==> src/ars_defs.svh <==
// offsets, field positions, reset values and timing counts for the
// auto restart sequencer; included from the design only, the package does not include it
`ifndef ARS_DEFS_SVH
`define ARS_DEFS_SVH
// register byte offsets, decoded on haddr[7:0]
`define ARS_ADDR_CFG 8'h00
`define ARS_ADDR_DELAY 8'h04
`define ARS_ADDR_CMD 8'h08
`define ARS_ADDR_STATUS 8'h0c
`define ARS_ADDR_IRQ_STAT 8'h10
`define ARS_ADDR_IRQ_MASK 8'h14
// cfg and cmd fields
`define ARS_CFG_MODE_LSB 0
`define ARS_CFG_3W_BIT 4
`define ARS_CFG_LIM_LSB 8
`define ARS_CMD_FRST_BIT 0
// reset values and limits
`define ARS_MODE_RST 2'h1
`define ARS_LIMIT_RST 4'h3
`define ARS_LIMIT_MAX 4'ha
`define ARS_DELAY_RST 12'h003
`define ARS_DELAY_MAX 12'he10
// interrupt status bits
`define ARS_EV_FAULT 0
`define ARS_EV_ATTEMPT 1
`define ARS_EV_LIMIT 2
`define ARS_EV_START 3
`define ARS_EV_W 4
// timing
`define ARS_CLK_PERIOD_NS 5
`define ARS_SECOND_NS 1000000000
`define ARS_HOUR_S 3600
`define ARS_SETTLE_CYC 3'h4
`define ARS_CHECK_CYC 3'h4
`endif

==> src/ars_pkg.sv <==
// types shared by the auto restart sequencer
// assumes ars_defs.svh is on the include path
`default_nettype none
package ars_pkg;
  typedef enum logic [1:0] {
    ARS_MODE_MANUAL,
    ARS_MODE_POWERUP,
    ARS_MODE_AFTER_FAULT,
    ARS_MODE_BOTH
  } ars_mode_t;

  typedef enum logic [2:0] {
    ARS_ST_INIT,
    ARS_ST_IDLE,
    ARS_ST_WAIT_REL,
    ARS_ST_RUN,
    ARS_ST_DELAY,
    ARS_ST_CHECK,
    ARS_ST_HOLD
  } ars_state_t;

  typedef struct packed {
    logic three_wire;
    ars_mode_t mode;
    logic [3:0] restart_limit_setting;
    logic [11:0] delay_s;
  } ars_cfg_t;
endpackage
`default_nettype wire

==> src/ars_sequencer.sv <==
// auto restart sequencer: run/fault supervisor with ahb-lite registers
// assumes one 200 mhz clock, async active-low reset, pins asynchronous
//
// Summary of operation
// - manual mode: run present at power-up is ignored until removed, reapplied
// - run command is enable together with forward or reverse
// - manual mode: after fault, needs fault reset and run cycled
// - manual mode: limit zero waits manual reset, else auto reset, run cycle
// - power-up mode: auto start at power-up, never auto restart after fault
// - after-fault mode: no power-up start; after delay auto reset, resume
// - combined mode: auto start at power-up and after faults
// - three-wire wiring: no auto start after fault or power loss
// - auto attempts capped by 0..10 limit, default 3; then manual restart
// - attempt count clears after an hour below limit and on power-up
// - restart delay 0..3600 seconds, default 3
// - after delay, fault reset; run if it clears, else new delay
//
// Decided for this implementation: the register offsets and the AHB-Lite slave port.
`include "ars_defs.svh"
`default_nettype none
module ars_sequencer #(
  parameter int unsigned CYC_PER_SEC = `ARS_SECOND_NS / `ARS_CLK_PERIOD_NS,
  parameter int unsigned SEC_PER_HOUR = `ARS_HOUR_S
) (
  input wire logic i_clk,
  input wire logic i_rst_n,
  input wire logic i_enable,
  input wire logic i_direction_forward_in,
  input wire logic i_direction_reverse_in,
  input wire logic i_fault,
  input wire logic i_hsel,
  input wire logic [31:0] i_haddr,
  input wire logic [1:0] i_htrans,
  input wire logic i_hwrite,
  input wire logic [2:0] i_hsize,
  input wire logic [31:0] i_hwdata,
  input wire logic i_hready,
  output logic [31:0] o_hrdata,
  output logic o_hreadyout,
  output logic o_hresp,
  output logic o_run,
  output logic o_fault_reset,
  output logic o_irq
);
  // pin synchronisers: stage one feeds stage two only
  logic [3:0] pin_s1_r;
  logic [3:0] pin_s2_r;
  always_ff @(posedge i_clk or negedge i_rst_n) begin
    if (!i_rst_n) begin
      pin_s1_r <= 4'h0;
      pin_s2_r <= 4'h0;
    end else begin
      pin_s1_r <= {i_fault, i_direction_reverse_in,
                   i_direction_forward_in, i_enable};
      pin_s2_r <= pin_s1_r;
    end
  end

  wire logic run_cmd = pin_s2_r[0] & (pin_s2_r[1] | pin_s2_r[2]);
  wire logic fault = pin_s2_r[3];

  // second and hour prescalers
  logic [31:0] sec_cnt_r;
  logic sec_tick_r;
  logic [11:0] hour_cnt_r;
  wire logic sec_wrap = sec_cnt_r == CYC_PER_SEC - 32'h1;
  wire logic hour_tick = sec_tick_r &&
                         hour_cnt_r == 12'(SEC_PER_HOUR - 1);
  always_ff @(posedge i_clk or negedge i_rst_n) begin
    if (!i_rst_n) begin
      sec_cnt_r <= 32'h0;
      sec_tick_r <= 1'b0;
      hour_cnt_r <= 12'h0;
    end else begin
      sec_cnt_r <= sec_wrap ? 32'h0 : sec_cnt_r + 32'h1;
      sec_tick_r <= sec_wrap;
      if (sec_tick_r)
        hour_cnt_r <= hour_tick ? 12'h0 : hour_cnt_r + 12'h1;
    end
  end

  // ahb-lite slave: writes zero-wait, reads take one wait state so
  // that read data always reflects a write in the previous data phase
  ars_pkg::ars_cfg_t cfg_r;
  logic [`ARS_EV_W-1:0] irq_stat_r;
  logic [`ARS_EV_W-1:0] irq_mask_r;
  logic [7:0] addr_r;
  logic wr_pend_r;
  logic rd_pend_r;
  logic [31:0] hrdata_r;
  logic hreadyout_r;
  wire logic acc = i_hsel & i_htrans[1] & i_hready & (i_hsize == 3'h2);
  wire logic wr_cfg = wr_pend_r && addr_r == `ARS_ADDR_CFG;
  wire logic wr_dly = wr_pend_r && addr_r == `ARS_ADDR_DELAY;
  wire logic wr_cmd = wr_pend_r && addr_r == `ARS_ADDR_CMD;
  wire logic wr_ist = wr_pend_r && addr_r == `ARS_ADDR_IRQ_STAT;
  wire logic wr_imk = wr_pend_r && addr_r == `ARS_ADDR_IRQ_MASK;
  wire logic man_rst = wr_cmd & i_hwdata[`ARS_CMD_FRST_BIT];
  wire logic [3:0] lim_wr = i_hwdata[`ARS_CFG_LIM_LSB +: 4];
  wire logic [11:0] dly_wr = i_hwdata[11:0];

  always_ff @(posedge i_clk or negedge i_rst_n) begin
    if (!i_rst_n) begin
      addr_r <= 8'h0;
      wr_pend_r <= 1'b0;
      rd_pend_r <= 1'b0;
    end else begin
      if (acc)
        addr_r <= i_haddr[7:0];
      wr_pend_r <= acc & i_hwrite;
      rd_pend_r <= acc & ~i_hwrite;
    end
  end

  // configuration; out-of-range values saturate at the documented maxima
  always_ff @(posedge i_clk or negedge i_rst_n) begin
    if (!i_rst_n) begin
      cfg_r.mode <= ars_pkg::ars_mode_t'(`ARS_MODE_RST);
      cfg_r.three_wire <= 1'b0;
      cfg_r.restart_limit_setting <= `ARS_LIMIT_RST;
      cfg_r.delay_s <= `ARS_DELAY_RST;
      irq_mask_r <= 4'h0;
    end else begin
      if (wr_cfg) begin
        cfg_r.mode <= ars_pkg::ars_mode_t'(i_hwdata[`ARS_CFG_MODE_LSB +: 2]);
        cfg_r.three_wire <= i_hwdata[`ARS_CFG_3W_BIT];
        cfg_r.restart_limit_setting <=
          (lim_wr > `ARS_LIMIT_MAX) ? `ARS_LIMIT_MAX : lim_wr;
      end
      if (wr_dly)
        cfg_r.delay_s <=
          (dly_wr > `ARS_DELAY_MAX) ? `ARS_DELAY_MAX : dly_wr;
      if (wr_imk)
        irq_mask_r <= i_hwdata[`ARS_EV_W-1:0];
    end
  end

  // sequencer
  ars_pkg::ars_state_t st_r;
  ars_pkg::ars_state_t st_nxt;
  logic [2:0] cnt_r;
  logic [2:0] cnt_nxt;
  logic [11:0] dly_r;
  logic [11:0] dly_nxt;
  logic [3:0] att_r;
  logic [3:0] att_nxt;
  logic resume_r;
  logic resume_nxt;
  logic manual_r;
  logic manual_nxt;
  logic frst_nxt;
  logic att_inc;
  logic att_clr;
  logic [`ARS_EV_W-1:0] ev;

  wire ars_pkg::ars_mode_t mode = cfg_r.mode;
  wire logic [3:0] lim = cfg_r.restart_limit_setting;
  wire logic below_lim = att_r < lim;
  // three-wire contacts are open after a fault or power loss
  wire logic auto_pu = (mode == ars_pkg::ARS_MODE_POWERUP ||
                        mode == ars_pkg::ARS_MODE_BOTH) &&
                       !cfg_r.three_wire;
  wire logic auto_af = (mode == ars_pkg::ARS_MODE_AFTER_FAULT ||
                        mode == ars_pkg::ARS_MODE_BOTH) &&
                       !cfg_r.three_wire;
  wire logic can_reset = mode != ars_pkg::ARS_MODE_POWERUP &&
                         below_lim;

  always_comb begin
    st_nxt = st_r;
    cnt_nxt = cnt_r;
    dly_nxt = dly_r;
    resume_nxt = resume_r;
    manual_nxt = manual_r;
    frst_nxt = 1'b0;
    att_inc = 1'b0;
    att_clr = 1'b0;
    ev = 4'h0;
    case (st_r)
      ars_pkg::ARS_ST_INIT: begin
        // wait until the synchronisers show the real pin levels
        cnt_nxt = cnt_r + 3'h1;
        if (cnt_r == `ARS_SETTLE_CYC) begin
          cnt_nxt = 3'h0;
          if (run_cmd && !fault && auto_pu) begin
            st_nxt = ars_pkg::ARS_ST_RUN;
            ev[`ARS_EV_START] = 1'b1;
          end else if (run_cmd) begin
            st_nxt = ars_pkg::ARS_ST_WAIT_REL;
          end else begin
            st_nxt = ars_pkg::ARS_ST_IDLE;
          end
        end
      end
      ars_pkg::ARS_ST_IDLE: begin
        if (run_cmd && !fault) begin
          st_nxt = ars_pkg::ARS_ST_RUN;
          ev[`ARS_EV_START] = 1'b1;
        end
      end
      ars_pkg::ARS_ST_WAIT_REL: begin
        if (!run_cmd)
          st_nxt = ars_pkg::ARS_ST_IDLE;
      end
      ars_pkg::ARS_ST_RUN: begin
        if (fault) begin
          ev[`ARS_EV_FAULT] = 1'b1;
          resume_nxt = auto_af;
          if (can_reset) begin
            st_nxt = ars_pkg::ARS_ST_DELAY;
            dly_nxt = cfg_r.delay_s;
          end else begin
            st_nxt = ars_pkg::ARS_ST_HOLD;
            ev[`ARS_EV_LIMIT] = lim != 4'h0;
          end
        end else if (!run_cmd) begin
          st_nxt = ars_pkg::ARS_ST_IDLE;
        end
      end
      ars_pkg::ARS_ST_DELAY: begin
        if (dly_r == 12'h0) begin
          st_nxt = ars_pkg::ARS_ST_CHECK;
          frst_nxt = 1'b1;
          att_inc = 1'b1;
          manual_nxt = 1'b0;
          ev[`ARS_EV_ATTEMPT] = 1'b1;
        end else if (sec_tick_r) begin
          dly_nxt = dly_r - 12'h1;
        end
      end
      ars_pkg::ARS_ST_CHECK: begin
        // give the fault logic time to drop its flag after the pulse
        cnt_nxt = cnt_r + 3'h1;
        if (cnt_r == `ARS_CHECK_CYC) begin
          cnt_nxt = 3'h0;
          if (fault && !manual_r && below_lim) begin
            st_nxt = ars_pkg::ARS_ST_DELAY;
            dly_nxt = cfg_r.delay_s;
          end else if (fault) begin
            st_nxt = ars_pkg::ARS_ST_HOLD;
            ev[`ARS_EV_LIMIT] = !manual_r;
          end else if (resume_r && !manual_r && run_cmd) begin
            st_nxt = ars_pkg::ARS_ST_RUN;
            ev[`ARS_EV_START] = 1'b1;
          end else begin
            st_nxt = ars_pkg::ARS_ST_WAIT_REL;
          end
        end
      end
      ars_pkg::ARS_ST_HOLD: begin
        if (man_rst) begin
          st_nxt = ars_pkg::ARS_ST_CHECK;
          frst_nxt = 1'b1;
          manual_nxt = 1'b1;
          att_clr = 1'b1;
        end
      end
      default: st_nxt = ars_pkg::ARS_ST_INIT;
    endcase
  end

  // hour expiry clears the count only while below the limit
  always_comb begin
    att_nxt = att_r;
    if (att_clr || (hour_tick && below_lim))
      att_nxt = 4'h0;
    if (att_inc)
      att_nxt = att_nxt + 4'h1;
  end

  always_ff @(posedge i_clk or negedge i_rst_n) begin
    if (!i_rst_n) begin
      st_r <= ars_pkg::ARS_ST_INIT;
      cnt_r <= 3'h0;
      dly_r <= 12'h0;
      att_r <= 4'h0;
      resume_r <= 1'b0;
      manual_r <= 1'b0;
    end else begin
      st_r <= st_nxt;
      cnt_r <= cnt_nxt;
      dly_r <= dly_nxt;
      att_r <= att_nxt;
      resume_r <= resume_nxt;
      manual_r <= manual_nxt;
    end
  end

  // interrupt status: a new event wins over a same-cycle clear
  wire logic [`ARS_EV_W-1:0] ist_clr =
    wr_ist ? i_hwdata[`ARS_EV_W-1:0] : 4'h0;
  wire logic [`ARS_EV_W-1:0] ist_nxt = (irq_stat_r & ~ist_clr) | ev;
  wire logic [`ARS_EV_W-1:0] imk_nxt =
    wr_imk ? i_hwdata[`ARS_EV_W-1:0] : irq_mask_r;

  wire logic [31:0] status_word = {4'h0, dly_r, 4'h0, 1'b0, st_r,
                                   att_r, 1'b0, run_cmd, fault,
                                   st_r == ars_pkg::ARS_ST_RUN};
  wire logic [31:0] cfg_word = {20'h0, cfg_r.restart_limit_setting,
                                3'h0, cfg_r.three_wire, 2'h0, mode};
  wire logic [31:0] rd_data =
    (addr_r == `ARS_ADDR_CFG) ? cfg_word :
    (addr_r == `ARS_ADDR_DELAY) ? {20'h0, cfg_r.delay_s} :
    (addr_r == `ARS_ADDR_STATUS) ? status_word :
    (addr_r == `ARS_ADDR_IRQ_STAT) ? {28'h0, irq_stat_r} :
    (addr_r == `ARS_ADDR_IRQ_MASK) ? {28'h0, irq_mask_r} : 32'h0;

  logic run_r;
  logic frst_r;
  logic irq_r;
  always_ff @(posedge i_clk or negedge i_rst_n) begin
    if (!i_rst_n) begin
      irq_stat_r <= 4'h0;
      hrdata_r <= 32'h0;
      hreadyout_r <= 1'b1;
      run_r <= 1'b0;
      frst_r <= 1'b0;
      irq_r <= 1'b0;
    end else begin
      irq_stat_r <= ist_nxt;
      hreadyout_r <= !(acc && !i_hwrite);
      if (rd_pend_r)
        hrdata_r <= rd_data;
      run_r <= st_nxt == ars_pkg::ARS_ST_RUN;
      frst_r <= frst_nxt;
      irq_r <= |(ist_nxt & imk_nxt);
    end
  end

  assign o_hrdata = hrdata_r;
  assign o_hreadyout = hreadyout_r;
  assign o_hresp = 1'b0;
  assign o_run = run_r;
  assign o_fault_reset = frst_r;
  assign o_irq = irq_r;
endmodule
`default_nettype wire

==> config.mk <==
export PLATFORM = sky130hd
export DESIGN_NAME = ars_sequencer
export DESIGN_NICKNAME = d
export VERILOG_FILES = /design/src/ars_pkg.sv /design/src/ars_sequencer.sv
export VERILOG_INCLUDE_DIRS = /design/src
export SDC_FILE = /design/constraint.sdc
export NUM_CORES = 1
export LEC_CHECK = 0
export ABC_AREA = 1
export BUFFER_PORTS_ARGS = -buffer_cell sky130_fd_sc_hd__buf_2
export CAP_MARGIN = 20
export CORE_ASPECT_RATIO = 2
export CORE_MARGIN = 5
export CORE_UTILIZATION = 45
export CTS_CLUSTER_SIZE = 8
export DETAILED_ROUTE_END_ITERATION = 8
export HOLD_SLACK_MARGIN = 0.02
export PLACE_DENSITY = 0.77
export SLEW_MARGIN = 20
export SYNTH_ARGS = -nofsm -noshare
export SYNTH_HDL_FRONTEND = slang
export SYNTH_SLANG_ARGS = --single-unit
==> constraint.sdc <==
create_clock -name i_clk -period 2.03 [get_ports i_clk]
set_clock_uncertainty 0.2 [all_clocks]
set_input_delay 0.1015 -clock i_clk [delete_from_list [all_inputs] [get_ports i_clk]]
set_output_delay 0.1015 -clock i_clk [all_outputs]
set_load 0.02 [all_outputs]
==> impl_metrics.json <==
{
  "dpl.cell_count": 1242,
  "fill_cells": 1428,
  "slew_viol_final": 0,
  "max_cap_violations": 0,
  "grt_overflow_total": 0,
  "synthCells": 913,
  "critPathKind": "reg2reg",
  "cts_max_level": 4,
  "max_stage_delay_ps": 530,
  "r2r-end": "att_r[1]",
  "clk_pin_slew_ps": 60,
  "multiInputGateArea_mm2": 0.00340,
  "seq_area_mm2": 0.00356,
  "total_power_mw": 8.91,
  "ys_types": 46,
  "placeableCoreArea_mm2": 0.0162,
  "p_int_mw": 6.13,
  "setup_viol": 18,
  "finish.utilization_pct": 59.9,
  "power_frac_clock_pct": 38.2,
  "grt_first_pass_wirelength_um": 34800,
  "r2r_cells": 11,
  "synth_seq_cells": 142,
  "rows": 66,
  "critPathBufInv": 2,
  "antenna_found_initial": 0,
  "setup_ws_ps": -80.4,
  "die_h_um": 191,
  "gp_congestion": 0.987,
  "rsz0062_at_grt": "yes",
  "syn_area_mm2": 0.00737,
  "whs_endpoint": "wr_pend_r",
  "power_switching_mw": 2.78,
  "ant_nets": 0,
  "synth-async-reset-ratio_pct": 100,
  "drc": 0,
  "via_per_inst": 5.41,
  "crit-reg2reg-launch": "lim[1]",
  "synth_flop_cell": "dfrtp_1",
  "crit_path_top_delay_cell": "dfstp_2",
  "dp_hpwl_um": 16700,
  "violations": "setup timing",
  "nets": 1184,
  "worstMarginPinSlew_ps": 511,
  "synth_edf_count": 0,
  "wl_um": 22100,
  "netSwitchingFraction_pct": 31.2,
  "grt_usage_pct": 23.4,
  "cp_top_family": "flip-flops",
  "final_cell_mix": "nand2_1 (176), dfrtp_1 (136), inv_1 (125)",
  "syn2layout_area_growth_pct": 31.5,
  "cp-end-kind": "register",
  "holdPathStages": 3,
  "seq_power_share_pct": 37.2,
  "min_from": "i_hsize[2]",
  "fin_cells": 1314,
  "yosys_warnings": 0,
  "synth.avg_cell_area_um2": 8.07,
  "slew_headroom_pct": 65.9,
  "critPathMaxFanout": 3,
  "crit_chain": "inv_2 > ha_4 > nand2_4 > nand2_4 > a21oi_4 > nand2_2 > nand3_2 > inv_1 > ha_1 > nor2_1 > a21oi_1",
  "fmax_mhz": 474,
  "critPathLaunchType": "register",
  "cts_sinks": 142,
  "diodes": 0,
  "die-area_mm2": 0.0192,
  "grt_max_degree": 55,
  "powerDensity_mw_per_mm2": 919,
  "fin_area_mm2": 0.00970,
  "wl_per_cell_um": 16.8,
  "arrival_ps": 2220,
  "cts_made_buffers": 17,
  "pwr-share-comb_pct": 24.6,
  "ctsRootBufferMaster": "clkbuf_16",
  "finalCritPeriodShare_pct": 104,
  "die_x_um": 101,
  "hold_class": "in2reg",
  "power.leakage_nw": 4.87,
  "post-route-min-period_ps": 2110,
  "crit_top_cell": "nand2_4",
  "initial_utilization_pct": 45.5,
  "firstDrtPassIters": 5,
  "r2r_slack_ps": -80,
  "cts_tree": "done",
  "port_buffers": 60,
  "dpl_cell_area_mm2": 0.00846,
  "grt_pass1_vias": 7319,
  "ios": 115,
  "clk_path_buf_depth": 2,
  "hold_viol": 0,
  "final_common_cell": "nand2_1",
  "ys_seq_area_share_pct": 48.3,
  "drive_gt1_share_pct": 24.2,
  "drt-initial-drc-count": 482,
  "status": "complete, but fails checks",
  "vdd_ir_drop_max_mv": 0.697,
  "holdWs_ps": 82.6,
  "clk_latency_ps": 420,
  "vias": 7103,
  "required_ps": 2140
}
## stage by stage
step,TNS (ps),worst slack (ps)
floorplan,-179,-18.3
CTS,-121,-24.0
detailed placement,-1080,-100
global route,-1930,-155
global placement,-52.8,-34.4
finish,-567,-80.4
## Yosys cell counts (2+ instances only)
cell type / n / area, um^2
o31ai_1: 5 / 37.5
or2_2: 2 / 12.5
nand2_2: 5 / 31.3
a21oi_1: 30 / 150
and3_1: 2 / 12.5
xor2_1: 24 / 210
nor2_2: 6 / 37.5
nor2_1: 103 / 387
clkbuf_1: 6 / 22.5
nor3_2: 2 / 20.0
nand2_4: 2 / 22.5
ha_1: 9 / 113
buf_4: 11 / 82.6
o21ai_0: 73 / 365
mux2_2: 2 / 22.5
a31oi_1: 6 / 37.5
o22ai_1: 4 / 25.0
nor4_1: 14 / 87.6
inv_1: 128 / 480
inv_2: 6 / 22.5
nand3_2: 3 / 30.0
dfrtp_1: 136 / 3400
nand4_1: 33 / 206
dfstp_2: 6 / 158
nor2_4: 4 / 45.0
xnor2_1: 10 / 87.6
o21a_1: 4 / 30.0
nor3_1: 23 / 115
nand2_1: 183 / 687
nand3_1: 49 / 245
buf_2: 7 / 35.0
## power by group through the flow
stage	clock network, mW	logic (mW)	registers (mW)
5_1_grt	3.58	2.42	3.34
3_3_place_gp	0	1.89	3.35
4_1_cts	3.45	2.03	3.31
2_1_floorplan	0	1.20	3.38
3_5_place_dp	0	1.94	3.35
6_report	3.40	2.19	3.31
## how the worst max path moves through the flow
stage	startpoint	slack, ps	to	cells past startpoint
2_1_floorplan	lim[1]	-20	dly_r[9]	11
3_3_place_gp	lim[1]	-30	att_r[1]	11
3_5_place_dp	lim[1]	-100	att_r[1]	11
4_1_cts	lim[1]	-20	dly_r[10]	10
5_1_grt	lim[1]	-150	att_r[1]	11
6_report	lim[1]	-80	att_r[1]	11
## timing repair
| action | 4_1_cts | 5_1_grt |
|---|---|---|
| endpoints found under the setup margin | 17 | 44 |
| hold buffers | 27 | 0 |
| hold endpoints to repair | 181 | 0 |
| resized for setup | 10 | 44 |
| cloned | 0 | 1 |
| setup buffers | 6 | 7 |
| pin swaps | 10 | 11 |
## sequential cells by signal, indices dropped and copies added (netlist names), 2 cells and up
register / flops
cfg_r: 13
mode: 2
irq_stat_r: 4
att_r: 4
pin_s1_r: 4
pin_s2_r: 4
cnt_r: 3
lim: 4
addr_r: 8
o_hrdata: 24
sec_cnt_r: 32
irq_mask_r: 4
st_r: 3
hour_cnt_r: 12
dly_r: 12
## worst reg2reg max path: cells and delay by family, from the launching register on
| kind | cells | cell delay, ps |
|---|---|---|
| flops | 1 | 530 |
| fa+ha+maj | 2 | 490 |
| compound gates | 2 | 240 |
| simple gates | 5 | 430 |
| buf+inv | 2 | 110 |
## cells by family (layout without fill, tap and decap cells)
kind of cell	count (synthesis)	count (layout)	share of synthesized area, %
flip-flops	142	142	48.3
AND/OR/NAND/NOR	436	437	27.1
AO/OA/AOI/OAI	130	130	9.79
adder cells (fa/ha/maj)	9	9	1.53
multiplexers	2	2	0.305
other	1	9	0.0509
buffers and inverters	159	347	8.88
XOR/XNOR	34	34	4.04
## final cells by class
type / count / area share [%]
clock buffer: 21 / 4.85
clock inverter: 11 / 1.83
inverter: 134 / 5.19
multi-input combinational: 621 / 35.1
sequential: 142 / 36.7
tap: 204 / 2.63
timing repair buffer: 181 / 13.7
## layer usage
layer | up-vias | wire [um] | global-route usage, %
met3 | 133 | 997 | 3.40
met4 | 0 | 2120 | 19.9
met2 | 302 | 12000 | 43.5
li1 | 3336 | - | -
met1 | 3332 | 7000 | 21.3
met5 | - | 0 | 0
(Power assumes the default switching activity.)
